[config.mk]
export PLATFORM = sky130hd
export DESIGN_NAME = low_capacity_warning_flags
export DESIGN_NICKNAME = d
export VERILOG_FILES = /design/src/common/gauge_warn_pkg.sv /design/src/common/flag_eval_if.sv /design/src/hysteresis_flags.sv /design/src/low_capacity_warning_flags.sv
export SDC_FILE = /design/constraint.sdc
export NUM_CORES = 1
export LEC_CHECK = 0
export BUFFER_PORTS_ARGS = -buffer_cell sky130_fd_sc_hd__buf_2
export CORE_MARGIN = 2
export CORE_UTILIZATION = 32
export CTS_BUF_LIST = sky130_fd_sc_hd__clkbuf_8
export DETAILED_ROUTE_END_ITERATION = 10
export PLACE_DENSITY = 0.48
export SLEW_MARGIN = 5
export SYNTH_ARGS = -nofsm -noshare
export SYNTH_HDL_FRONTEND = slang
export SYNTH_SLANG_ARGS = --single-unit
export TNS_END_PERCENT = 30
[constraint.sdc]
create_clock -name CLK -period 3.38 [get_ports CLK]
set_input_delay 0.845 -clock CLK [delete_from_list [all_inputs] [get_ports CLK]]
set_output_delay 0.845 -clock CLK [all_outputs]
set_load 0.005 [all_outputs]
[src/common/gauge_warn_pkg.sv]
// constants and types shared by the low-capacity warning block
package gauge_warn_pkg;

    // ****************************************
    // widths
    // ****************************************
    localparam int CAP_WIDTH = 16;
    localparam int LEVEL_WIDTH = 8;
    localparam int DATA_WIDTH = 32;
    localparam int ADDR_WIDTH = 5;
    localparam int EVT_COUNT = 4;

    // ****************************************
    // register byte offsets
    // ****************************************
    localparam logic [ADDR_WIDTH-1:0] OFS_CAPACITY = 5'h00;
    localparam logic [ADDR_WIDTH-1:0] OFS_LEVELS = 5'h04;
    localparam logic [ADDR_WIDTH-1:0] OFS_FLAGS = 5'h08;
    localparam logic [ADDR_WIDTH-1:0] OFS_IRQ_STATUS = 5'h0C;
    localparam logic [ADDR_WIDTH-1:0] OFS_IRQ_MASK = 5'h10;

    // ****************************************
    // field positions
    // ****************************************
    localparam int LVL_INIT_SET_LSB = 0;
    localparam int LVL_INIT_CLEAR_LSB = 8;
    localparam int LVL_FINAL_SET_LSB = 16;
    localparam int LVL_FINAL_CLEAR_LSB = 24;
    localparam int FLAG_INIT_BIT = 0;
    localparam int FLAG_FINAL_BIT = 1;
    localparam int EVT_INIT_SET = 0;
    localparam int EVT_INIT_CLEAR = 1;
    localparam int EVT_FINAL_SET = 2;
    localparam int EVT_FINAL_CLEAR = 3;

    // ****************************************
    // values after reset (levels in mAh)
    // ****************************************
    localparam logic [LEVEL_WIDTH-1:0] RST_INIT_SET = 8'h96;
    localparam logic [LEVEL_WIDTH-1:0] RST_INIT_CLEAR = 8'hAF;
    localparam logic [LEVEL_WIDTH-1:0] RST_FINAL_SET = 8'h4B;
    localparam logic [LEVEL_WIDTH-1:0] RST_FINAL_CLEAR = 8'h64;
    localparam logic [CAP_WIDTH-1:0] RST_CAPACITY = 16'hFFFF;
    localparam logic [EVT_COUNT-1:0] RST_IRQ_MASK = 4'h0;

    // ****************************************
    // bus answer state machine
    // ****************************************
    typedef enum logic [1:0] {
        BUS_IDLE = 2'b01,
        BUS_ANSWER = 2'b10
    } bus_state_type;

endpackage : gauge_warn_pkg

[src/common/flag_eval_if.sv]
// carrier between the register side and the hysteresis flag evaluator
`timescale 1ns/100ps
interface flag_eval_if #(
    parameter int CAP_W = 16,
    parameter int LEVEL_W = 8,
    parameter int EVT_W = 4
);
    logic update;
    logic [CAP_W-1:0] capacity;
    logic [LEVEL_W-1:0] init_set;
    logic [LEVEL_W-1:0] init_clear;
    logic [LEVEL_W-1:0] final_set;
    logic [LEVEL_W-1:0] final_clear;
    logic initial_flag;
    logic final_flag;
    logic [EVT_W-1:0] evt;

    modport source (output update, capacity, init_set, init_clear, final_set, final_clear,
        input initial_flag, final_flag, evt);
    modport evaluator (input update, capacity, init_set, init_clear, final_set, final_clear,
        output initial_flag, final_flag, evt);
endinterface : flag_eval_if

[src/hysteresis_flags.sv]
// two warning flags with set/clear hysteresis against the capacity left
`timescale 1ns/100ps
module hysteresis_flags
    import gauge_warn_pkg::*;
(
    input wire logic clk,
    input wire logic nrst,
    flag_eval_if.evaluator ev
);
    logic init_ff;
    logic final_ff;
    logic [EVT_COUNT-1:0] evt_ff;
    logic nxt_init;
    logic nxt_final;
    logic init_below;
    logic init_above;
    logic final_armed;
    logic final_below;
    logic final_above;

    // ****************************************
    // comparisons, levels widened to the capacity width
    // ****************************************
    assign init_below = ev.capacity < CAP_WIDTH'(ev.init_set);
    assign init_above = ev.capacity > CAP_WIDTH'(ev.init_clear);
    // zero set level switches the final warning off
    assign final_armed = ev.final_set != '0;
    assign final_below = final_armed && (ev.capacity < CAP_WIDTH'(ev.final_set));
    assign final_above = ev.capacity > CAP_WIDTH'(ev.final_clear);

    // next flag values; set wins if the levels were programmed crossed
    always_comb begin
        nxt_init = init_ff;
        nxt_final = final_ff;
        if (ev.update) begin
            if (init_below) begin
                nxt_init = 1'b1;
            end else if (init_above) begin
                nxt_init = 1'b0;
            end
            if (final_below) begin
                nxt_final = 1'b1;
            end else if (final_ff && final_above) begin
                nxt_final = 1'b0;
            end
        end
    end

    always_ff @(posedge clk) begin
        if (!nrst) begin
            init_ff <= 1'b0;
            final_ff <= 1'b0;
            evt_ff <= '0;
        end else begin
            init_ff <= nxt_init;
            final_ff <= nxt_final;
            evt_ff[EVT_INIT_SET] <= nxt_init && !init_ff;
            evt_ff[EVT_INIT_CLEAR] <= !nxt_init && init_ff;
            evt_ff[EVT_FINAL_SET] <= nxt_final && !final_ff;
            evt_ff[EVT_FINAL_CLEAR] <= !nxt_final && final_ff;
        end
    end

    assign ev.initial_flag = init_ff;
    assign ev.final_flag = final_ff;
    assign ev.evt = evt_ff;
endmodule : hysteresis_flags

[src/low_capacity_warning_flags.sv]
// low-capacity warning block: charge counter, warn levels, flags, pin, Avalon-MM slave
//
// Behaviour
// - capacity left follows accumulated charge, both charging and discharging
// - initial flag sets when capacity left drops below initial set level
// - initial flag clears only once capacity climbs above initial clear level
// - low battery pin always follows the initial flag, no host action
// - final flag sets when capacity left drops below final set level
// - final set level of zero disables the final warning
// - final flag clears above final clear level, only when already set
//
// The Avalon-MM register port and the register addresses were chosen for this implementation.
`timescale 1ns/100ps
module low_capacity_warning_flags
    import gauge_warn_pkg::*;
#(
    parameter int CAP_W = gauge_warn_pkg::CAP_WIDTH
) (
    input wire logic CLK,
    input wire logic NRST,
    input wire logic [gauge_warn_pkg::ADDR_WIDTH-1:0] AVS_ADDRESS,
    input wire logic AVS_READ,
    input wire logic AVS_WRITE,
    input wire logic [gauge_warn_pkg::DATA_WIDTH-1:0] AVS_WRITEDATA,
    input wire logic [3:0] AVS_BYTEENABLE,
    output logic [gauge_warn_pkg::DATA_WIDTH-1:0] AVS_READDATA,
    output logic AVS_WAITREQUEST,
    input wire logic CHARGE_VALID,
    input wire logic [gauge_warn_pkg::CAP_WIDTH-1:0] CHARGE_DELTA,
    output logic LOW_BATTERY_PIN,
    output logic IRQ
);
    import gauge_warn_pkg::*;

    // ****************************************
    // elaboration check
    // ****************************************
    // the counter and the bus window are both sized by the package width
    if (CAP_W != CAP_WIDTH) begin : g_bad_width
        $error("CAP_W must equal the package capacity width");
    end

    // ****************************************
    // declarations
    // ****************************************
    bus_state_type bus_state_ff;
    bus_state_type nxt_bus_state;
    logic waitreq_ff;
    logic [DATA_WIDTH-1:0] rdata_ff;
    logic [DATA_WIDTH-1:0] nxt_rdata;
    logic [CAP_WIDTH-1:0] capacity_ff;
    logic [CAP_WIDTH-1:0] nxt_capacity;
    logic [DATA_WIDTH-1:0] levels_ff;
    logic [EVT_COUNT-1:0] status_ff;
    logic [EVT_COUNT-1:0] nxt_status;
    logic [EVT_COUNT-1:0] mask_ff;
    logic upd_ff;
    logic pin_ff;
    logic irq_ff;
    logic bus_req;
    logic wr_commit;
    logic wr_capacity;
    logic wr_levels;
    logic wr_status;
    logic wr_mask;
    logic signed [CAP_WIDTH+1:0] charge_sum;
    logic sum_low;
    logic sum_high;
    logic [EVT_COUNT-1:0] w1c_bits;

    flag_eval_if #(
        .CAP_W(CAP_WIDTH),
        .LEVEL_W(LEVEL_WIDTH),
        .EVT_W(EVT_COUNT)
    ) ev_if ();

    // ****************************************
    // helper functions
    // ****************************************
    // byte-lane merge of a write into an old word
    function automatic logic [DATA_WIDTH-1:0] merge_bytes(
        input logic [DATA_WIDTH-1:0] old_word,
        input logic [DATA_WIDTH-1:0] new_word,
        input logic [3:0] lanes
    );
        logic [DATA_WIDTH-1:0] result;
        result = old_word;
        for (int i = 0; i < 4; i++) begin
            if (lanes[i]) begin
                result[i*8 +: 8] = new_word[i*8 +: 8];
            end
        end
        return result;
    endfunction : merge_bytes

    // register read decode; unmapped words read as zero
    function automatic logic [DATA_WIDTH-1:0] read_word(
        input logic [ADDR_WIDTH-1:0] addr,
        input logic [CAP_WIDTH-1:0] cap,
        input logic [DATA_WIDTH-1:0] lvl,
        input logic init_flag,
        input logic final_flag,
        input logic [EVT_COUNT-1:0] status,
        input logic [EVT_COUNT-1:0] mask
    );
        logic [DATA_WIDTH-1:0] word;
        word = '0;
        case (addr)
            OFS_CAPACITY: begin
                word[CAP_WIDTH-1:0] = cap;
            end
            OFS_LEVELS: begin
                word = lvl;
            end
            OFS_FLAGS: begin
                word[FLAG_INIT_BIT] = init_flag;
                word[FLAG_FINAL_BIT] = final_flag;
            end
            OFS_IRQ_STATUS: begin
                word[EVT_COUNT-1:0] = status;
            end
            OFS_IRQ_MASK: begin
                word[EVT_COUNT-1:0] = mask;
            end
            default: begin
                word = '0;
            end
        endcase
        return word;
    endfunction : read_word

    // ****************************************
    // Avalon-MM slave
    // ****************************************
    // every access answers in the cycle after it is seen; the fixed wait
    // costs one cycle but keeps read data a clean flip-flop output
    assign bus_req = AVS_READ || AVS_WRITE;
    assign wr_commit = (bus_state_ff == BUS_ANSWER) && AVS_WRITE;
    assign wr_capacity = wr_commit && (AVS_ADDRESS == OFS_CAPACITY);
    assign wr_levels = wr_commit && (AVS_ADDRESS == OFS_LEVELS);
    assign wr_status = wr_commit && (AVS_ADDRESS == OFS_IRQ_STATUS);
    assign wr_mask = wr_commit && (AVS_ADDRESS == OFS_IRQ_MASK);

    // answer state and read data
    always_comb begin
        nxt_bus_state = bus_state_ff;
        nxt_rdata = rdata_ff;
        case (bus_state_ff)
            BUS_IDLE: begin
                if (bus_req) begin
                    nxt_bus_state = BUS_ANSWER;
                    nxt_rdata = read_word(AVS_ADDRESS, capacity_ff, levels_ff,
                        ev_if.initial_flag, ev_if.final_flag, status_ff, mask_ff);
                end
            end
            BUS_ANSWER: begin
                nxt_bus_state = BUS_IDLE;
            end
            default: begin
                nxt_bus_state = BUS_IDLE;
            end
        endcase
    end

    // bus state registers
    always_ff @(posedge CLK) begin
        if (!NRST) begin
            bus_state_ff <= BUS_IDLE;
            waitreq_ff <= 1'b1;
            rdata_ff <= '0;
        end else begin
            bus_state_ff <= nxt_bus_state;
            waitreq_ff <= (nxt_bus_state != BUS_ANSWER);
            rdata_ff <= nxt_rdata;
        end
    end

    // ****************************************
    // capacity counter
    // ****************************************
    // signed charge added to the counter, two guard bits for saturation
    assign charge_sum = $signed({2'b00, capacity_ff})
        + $signed({{2{CHARGE_DELTA[CAP_WIDTH-1]}}, CHARGE_DELTA});
    assign sum_low = charge_sum < 0;
    assign sum_high = charge_sum[CAP_WIDTH];

    // software load wins over a charge sample in the same cycle
    always_comb begin
        nxt_capacity = capacity_ff;
        if (wr_capacity) begin
            nxt_capacity = CAP_WIDTH'(merge_bytes({{(DATA_WIDTH-CAP_WIDTH){1'b0}}, capacity_ff},
                AVS_WRITEDATA, AVS_BYTEENABLE));
        end else if (CHARGE_VALID) begin
            if (sum_low) begin
                nxt_capacity = '0;
            end else if (sum_high) begin
                nxt_capacity = '1;
            end else begin
                nxt_capacity = charge_sum[CAP_WIDTH-1:0];
            end
        end
    end

    always_ff @(posedge CLK) begin
        if (!NRST) begin
            capacity_ff <= RST_CAPACITY;
            upd_ff <= 1'b0;
        end else begin
            capacity_ff <= nxt_capacity;
            upd_ff <= wr_capacity || CHARGE_VALID;
        end
    end

    // ****************************************
    // warn levels
    // ****************************************
    // levels in mAh, one byte each
    always_ff @(posedge CLK) begin
        if (!NRST) begin
            levels_ff <= '0;
            levels_ff[LVL_INIT_SET_LSB +: LEVEL_WIDTH] <= RST_INIT_SET;
            levels_ff[LVL_INIT_CLEAR_LSB +: LEVEL_WIDTH] <= RST_INIT_CLEAR;
            levels_ff[LVL_FINAL_SET_LSB +: LEVEL_WIDTH] <= RST_FINAL_SET;
            levels_ff[LVL_FINAL_CLEAR_LSB +: LEVEL_WIDTH] <= RST_FINAL_CLEAR;
        end else if (wr_levels) begin
            levels_ff <= merge_bytes(levels_ff, AVS_WRITEDATA, AVS_BYTEENABLE);
        end
    end

    // ****************************************
    // flag evaluator
    // ****************************************
    assign ev_if.update = upd_ff;
    assign ev_if.capacity = capacity_ff;
    assign ev_if.init_set = levels_ff[LVL_INIT_SET_LSB +: LEVEL_WIDTH];
    assign ev_if.init_clear = levels_ff[LVL_INIT_CLEAR_LSB +: LEVEL_WIDTH];
    assign ev_if.final_set = levels_ff[LVL_FINAL_SET_LSB +: LEVEL_WIDTH];
    assign ev_if.final_clear = levels_ff[LVL_FINAL_CLEAR_LSB +: LEVEL_WIDTH];

    hysteresis_flags u_flags (
        .clk(CLK),
        .nrst(NRST),
        .ev(ev_if.evaluator)
    );

    always_ff @(posedge CLK) begin
        if (!NRST) begin
            pin_ff <= 1'b0;
        end else begin
            pin_ff <= ev_if.initial_flag;
        end
    end

    // ****************************************
    // interrupt status and mask
    // ****************************************
    // write one to clear, lane 0 only; a new event in the same cycle wins
    assign w1c_bits = (wr_status && AVS_BYTEENABLE[0]) ? AVS_WRITEDATA[EVT_COUNT-1:0] : '0;
    assign nxt_status = (status_ff & ~w1c_bits) | ev_if.evt;

    // sticky status, mask and level interrupt
    always_ff @(posedge CLK) begin
        if (!NRST) begin
            status_ff <= '0;
            mask_ff <= RST_IRQ_MASK;
            irq_ff <= 1'b0;
        end else begin
            status_ff <= nxt_status;
            if (wr_mask && AVS_BYTEENABLE[0]) begin
                mask_ff <= AVS_WRITEDATA[EVT_COUNT-1:0];
            end
            irq_ff <= |(status_ff & mask_ff);
        end
    end

    // ****************************************
    // outputs
    // ****************************************
    assign AVS_READDATA = rdata_ff;
    assign AVS_WAITREQUEST = waitreq_ff;
    assign LOW_BATTERY_PIN = pin_ff;
    assign IRQ = irq_ff;
endmodule : low_capacity_warning_flags

# [Word-level counts from Yosys, hierarchy flattened]
# Index checks and enable logic that the tools add are counted.
[op_classes] add_sub_neg=1 magnitude_cmp=5 n_eq_ne=9 mux=19 bitwise=4 n_reduce_logical=30
[ops] operator="2-to-1 mux 16 bit" n=5
[ops] operator="> comparator 16 x 8 -> 1 bit" n=2
[ops] operator="less-than comparator 16 x 8 -> 1 bit" n=2
[ops] operator="case mux 12 bit (2 select lines)" n=1
[ops] operator="adder 17 x 16 -> 18 bit" n=1
[ops] operator="less-than comparator 18 x 1 -> 1 bit, second input constant" n=1
[ops] operator="2-to-1 mux 8 bit" n=2
[ops] operator="AND reduction 2 bit" n=7
[ops] operator="logical AND 1 bit" n=13
[ops] operator="== test 5 x 4 -> 1 bit, second input constant" n=2
[ops] operator="case mux 2 bit (5 select lines)" n=1
[ops] operator="bitwise AND 4 bit" n=2
[ops] operator="case mux 2 bit (4 select lines)" n=1
[ops] operator="nonzero test 8 bit" n=1
[ops] operator="2-to-1 mux 1 bit" n=6
[ops] operator="inequality test 2 bit, second input constant" n=3
[ops] operator="== test 5 x 3 -> 1 bit, second input constant" n=1
[ops] operator="== test 5 bit, second input constant" n=1
[ops] operator="zero test 5 bit" n=1
[ops] operator="zero test 1 bit" n=4
[ops] operator="2-to-1 mux 2 bit" n=2
[ops] operator="2-to-1 mux 4 bit" n=1
[ops] operator="inverter 4 bit" n=1
[ops] operator="bitwise OR 4 bit" n=1
[ops] operator="other kinds (5)" n=6
[totals] ff_bits=100 input_bits=62 wordCells=85

# [Longest topological paths before layout]
[logic_depth] depth_word=8 mapped_depth=11 mapped_depth_nobuf=10

# [Modules after synthesis]
# From an unflattened synthesis, not the netlist that was laid out.
[hier_totals] cells_unflattened=660 hier_area_um2=5584.1
[by_module_without_submodules] module="low_capacity_warning_flags" instances=1 cells_per_inst=532 area_per_inst_um2=4575.6
[by_module_without_submodules] module="hysteresis_flags" instances=1 cells_per_inst=128 area_per_inst_um2=1008.5

# [Least setup slack after synthesis]
# Ideal clock, no wire load.
[synth_timing] kind="in2reg" start="input CHARGE_DELTA[0] in the netlist's numbering" end="register capacity_ff[14]" setup_time_ps=74 arrival_time_ps=3048 path_slack_ps=258 cell_stages=11 n_path_buf=1 cell_sequence="ha_1 > fa_1 > a211oi_1 > o21bai_1 > o21a_1 > a41oi_2 > o21ai_1 > xor2_1 > buf_4 > o21ai_0 > a31oi_1"
[synth_via] elab_chain_len=5 elab_cells_between_ends=6
[synth_rtl] element="start: declaration" line_no="low_capacity_warning_flags.sv:29" text="input wire logic [gauge_warn_pkg::CAP_WIDTH-1:0] CHARGE_DELTA,"
[synth_rtl] element="adder 17 x 16 -> 18 bit *" line_no="low_capacity_warning_flags.sv:183" text="+ $signed({{2{CHARGE_DELTA[CAP_WIDTH-1]}}, CHARGE_DELTA});"
[synth_rtl] element="less-than comparator 18 x 1 -> 1 bit or 2-to-1 mux 16 bit (tied branches)" line_no="low_capacity_warning_flags.sv:184, low_capacity_warning_flags.sv:196"
[synth_rtl] element="2-to-1 mux 16 bit *" line_no="low_capacity_warning_flags.sv:194" text="if (sum_low) begin"
[synth_rtl] element="2-to-1 mux 16 bit *" line_no="low_capacity_warning_flags.sv:193" text="end else if (CHARGE_VALID) begin"
[synth_rtl] element="2-to-1 mux 16 bit *" line_no="low_capacity_warning_flags.sv:190" text="if (wr_capacity) begin"
[synth_rtl] element="end signal: assignment" line_no="low_capacity_warning_flags.sv:209" text="capacity_ff <= nxt_capacity;"
[synth_rtl] element="end: declaration" line_no="low_capacity_warning_flags.sv:51" text="logic [CAP_WIDTH-1:0] capacity_ff;"
# Every way passes the cells marked *; elsewhere a longest branch is shown, timed or not. The select of a mux whose other input is x is not followed.
# A chain may end at the register's enable or synchronous reset.

# [Worst setup path after layout]
[layout_timing] start="input CHARGE_DELTA[0] in the netlist's numbering" end="register capacity_ff[6]"
# The elaborated chain is that of the path after synthesis.

==> metrics.log <==
INFO  metric ant_nets = 0
INFO  metric final_cell_mix = 100 x sky130_fd_sc_hd__dfxtp_1, 96 x sky130_fd_sc_hd__buf_2, 62 x sky130_fd_sc_hd__nand2_1, 52 x sky130_fd_sc_hd__inv_1, 47 x sky130_fd_sc_hd__ha_1
INFO  metric slew_headroom = 49.9%
INFO  metric crit_path_end_kind = flop
INFO  metric wl_per_cell = roughly 16 um
INFO  metric floorplan.die_area = about 18,000 um^2
INFO  metric slew_violations = 0
INFO  metric globalRouteOverflowTotal = 0
INFO  metric htreeDepth = 3
INFO  metric first_global_vias = 4,678
INFO  metric fillerInstances = 1,701
INFO  metric crit_path_cell_trace = buf_2 > ha_1 > fa_1 > a211oi_1 > o21bai_1 > o21a_1 > a41oi_2 > o21ai_1 > xor2_2 > o21ai_0 > a31oi_1
INFO  metric postSynth.topFlopCell = sky130_fd_sc_hd__dfxtp_1
INFO  metric drive_above_1_share = a little under a fifth
INFO  metric post_synth_inst_count = around 610
INFO  metric critical_path.max_fanout = 15
INFO  metric areaGrowthSynthToFinish = 17.8%
INFO  metric detail_route.wirelength = 15,300 um
INFO  metric fin_crit = 3.13 ns
INFO  metric min_period_over_period = 92.6%
INFO  metric drcViolationCount = 0
INFO  metric worst_r2r_startpoint = capacity_ff[7]$_SDFFE_PN1P_
INFO  metric worstPathBufferInverterCount = 1
INFO  metric largest_family_of_logic_cells_by_synthesized_area = compound AO/OA/AOI/OAI gates
INFO  metric finalSetupTns = 0 ns
INFO  metric postSynthAreaPerCell = just under 9 um^2
INFO  metric maximum_number_of_pins_on_one_net_before_global_route_repair = 50
INFO  metric ys_async_sr_fraction = 0%
INFO  metric synth.yosys.seq_area_share = 37.4%
INFO  metric cap_viol_max_count = 0
INFO  metric synth_cell_types = 56
INFO  metric power_density = 419 nW/um^2
INFO  metric rr_endpoint = capacity_ff[6]$_SDFFE_PN1P_
INFO  metric timing.hold.worst.start = levels_ff[30]$_SDFFE_PN1P_
INFO  metric timing.hold.ws = between 0.4 and 0.5 ns
INFO  metric cts.path.max_buffers = 2
INFO  metric power.ir.vdd_worst = 0.182 mV
INFO  metric rrSetupSlack = approximately 0.39 ns
INFO  metric avgViaCountPerCell = 5.06
INFO  metric core = 16,500 um^2
INFO  metric synth_compound_gate_area_share = about a quarter
INFO  metric global_route_wire_length_before_repair = 24,700 um
INFO  metric synth_seq_cells = 100
INFO  metric grt_setup_unrepaired = false
INFO  metric postLayoutCoreUtil = 38.3%
INFO  metric ports_placed_on_the_boundary = a little under 100
INFO  metric worstSkewPairLatency = 0.37 ns
INFO  metric hold_end = AVS_READDATA[30]$_SDFFE_PN0P_
INFO  metric crit_start = CHARGE_DELTA[0]
INFO  metric tritoncts_clock_tree = done
INFO  metric numCtsBuffers = 9
INFO  metric chipWidth = 133 um
INFO  metric gp_congestion = 0.839
INFO  metric wp_data_required = 3.67 ns
INFO  metric cts_post_setup_buffers_inserted = 0
INFO  metric half_perimeter_wire_length_after_placement = 11,700 um
INFO  metric timing_hold_violations_final = 0
INFO  metric timing.critical_path.max_delay_family = compound AO/OA/AOI/OAI gates
INFO  metric hold_depth = 1
INFO  metric post_synth_xor_area_fraction = 2.62%
INFO  metric worst_clock_skew = 0.0152 ns
INFO  metric worst-endpoint-arrival = 3.42 ns
INFO  metric mostFrequentLayoutCell = sky130_fd_sc_hd__dfxtp_1
INFO  metric power.static_leakage = 2.84 nW
INFO  metric numPortBuffers = 96
INFO  metric worstRegToRegCells = 9
INFO  metric hold_path.class = flop to flop
INFO  metric routed-via-count = 4,707
INFO  metric timing_worst_setup_path_type = input port to flop
INFO  metric clkSlewWorstSetupHoldPaths = 0.09 ns
INFO  metric mappedNetlistArea = about 5300 um^2
INFO  metric die_h = around 130 um
INFO  metric timing.critical_path.from_type = input port
INFO  metric fmaxAchievable = 0.319 GHz
INFO  metric number_of_enable_type_register_cells_in_the_synthesized_netlist = 0
INFO  metric grt.total_usage = 17.4%
INFO  metric clock_tree.root_cell = sky130_fd_sc_hd__clkbuf_8
INFO  metric finalNetCount = between 800 and 900
INFO  metric floorplan.initialDensity = 32.5%
INFO  metric row_count = 47
INFO  metric syn-num-nets = slightly above 700
INFO  metric timing.final.setup_violations = 0
INFO  metric ys_warn_count = 0
INFO  metric antenna_found_initial = 0
INFO  metric critical-path-slowest-cell = sky130_fd_sc_hd__xor2_2
INFO  metric dr.pass1.iters = 5
INFO  metric totalPowerFinal = 2.64 mW
INFO  metric synth_simple_gate_area_share = between 15 and 20%
INFO  metric n_antenna_cell = 0
INFO  metric post_synth_fa_ha_maj_area_fraction = 11.4%
INFO  metric detail_route.iter0.violations = 264
INFO  metric slew_at_the_pin_closest_to_its_max_slew_limit = roughly 0.75 ns
INFO  metric critical_path.max_stage_delay = 0.49 ns
INFO  metric synthMuxAreaShare = ~3.0%
INFO  metric numClockSinks = 100
INFO  metric outcome = complete, no violations
[cells in the mapped netlist (all sizes together) (6+ instances only)]
library cell  number  area (um^2)
a21boi            12         90.1
a21o               7         52.6
a21oi             23          115
a222oi            12          120
a22o              20          175
a31oi             12         75.1
buf               11         77.6
clkbuf            16         60.1
dfxtp            100         2000
ha                47          588
inv               50          188
mux2i             15          150
nand2             63          239
nand3             20          100
nand4              6         37.5
nor2              25         93.8
nor2b             21          131
nor4               6         52.6
o211ai            17          133
o21ai             50          250
xnor2              7         61.3
xor2               9         78.8
[cells by family after synthesis]
kind of cell	after synthesis
AOI/OAI and AO/OA	184
and+or+nand+nor	167
DFF	100
buffers and inverters	77
adders and majority gates	48
xor gates and xnor gates	16
muxes	16
[final cells by class]
type / instances / area [um^2] / area share [%]
Clock buffer: 10 / 138 / 2.19
Clock inverter: 6 / 40.0 / 0.636
Inverter: 50 / 188 / 2.98
Multi-Input combinational cell: 431 / 3040 / 48.3
Sequential cell: 100 / 2000 / 31.8
Tap cell: 220 / 275 / 4.37
Timing Repair Buffer: 114 / 616 / 9.77
[stage by stage]
step	worst slack, ns	std cells	area [um^2]
3_5_place_dp	-0.449	915	6110
2_1_floorplan	0.258	608	5350
4_1_cts	0.229	931	6300
3_3_place_gp	-0.355	915	6110
6_report	0.250	931	6300
5_1_grt	0.0209	931	6300
[metal layers]
metal / GRT usage, % / share of wire [%] / wire length [um]
met1: 23.5 / 48 / 7370
met2: 28.7 / 46 / 7090
met3: 2.70 / 4.1 / 628
met4: 5.61 / 1.2 / 189
met5: 0 / 0 / 0
[worst reg2reg max path: stages (launching register included)]
cell and delay, ns:
sky130_fd_sc_hd__dfxtp_1 0.59, sky130_fd_sc_hd__ha_1 0.39, sky130_fd_sc_hd__a2111oi_0 0.44, sky130_fd_sc_hd__a21oi_1 0.11, sky130_fd_sc_hd__o21a_1 0.16, sky130_fd_sc_hd__a41oi_2 0.22
sky130_fd_sc_hd__o21ai_1 0.11, sky130_fd_sc_hd__xor2_2 0.49, sky130_fd_sc_hd__o21ai_0 0.19, sky130_fd_sc_hd__a31oi_1 0.21
[what timing repair did]
| item | CTS | global route |
|---|---|---|
| hold endpoints to repair | 0 | 0 |
| resized for setup | 1 | 0 |
| hold buffers | 0 | 0 |
| endpoints found under the setup margin | 10 | 0 |
[worst max path at each step]
stage | endpoint | slack (ns) | cells past startpoint
global route | capacity_ff[9]$_SDFFE_PN1P_ | 0.02 | 11
finish | capacity_ff[6]$_SDFFE_PN1P_ | 0.25 | 11
floorplan | capacity_ff[14]$_SDFFE_PN1P_ | 0.26 | 11
global placement | capacity_ff[14]$_SDFFE_PN1P_ | -0.35 | 11
detailed placement | capacity_ff[7]$_SDFFE_PN1P_ | -0.45 | 11
CTS | capacity_ff[7]$_SDFFE_PN1P_ | 0.23 | 11
[flip-flops by register name, indices dropped and copies added, names as in the netlist]
signal                   count
AVS_READDATA                32
levels_ff                   32
capacity_ff                 16
mask_ff                      4
status_ff                    4
u_flags.ev.evt               4
bus_state_ff                 2
AVS_WAITREQUEST              1
IRQ                          1
LOW_BATTERY_PIN              1
ev_if.update                 1
u_flags.ev.final_flag        1
u_flags.ev.initial_flag      1
[where the power goes]
part	leakage (nW)	switching (mW)	internal, mW	total (mW)
Clock	0.0915	0.426	0.287	0.713
Combinational	1.94	0.365	0.288	0.652
Sequential	0.811	0.0579	1.21	1.27
Total	2.84	0.848	1.79	2.64
Note: power is estimated with default switching activity, not from simulation.
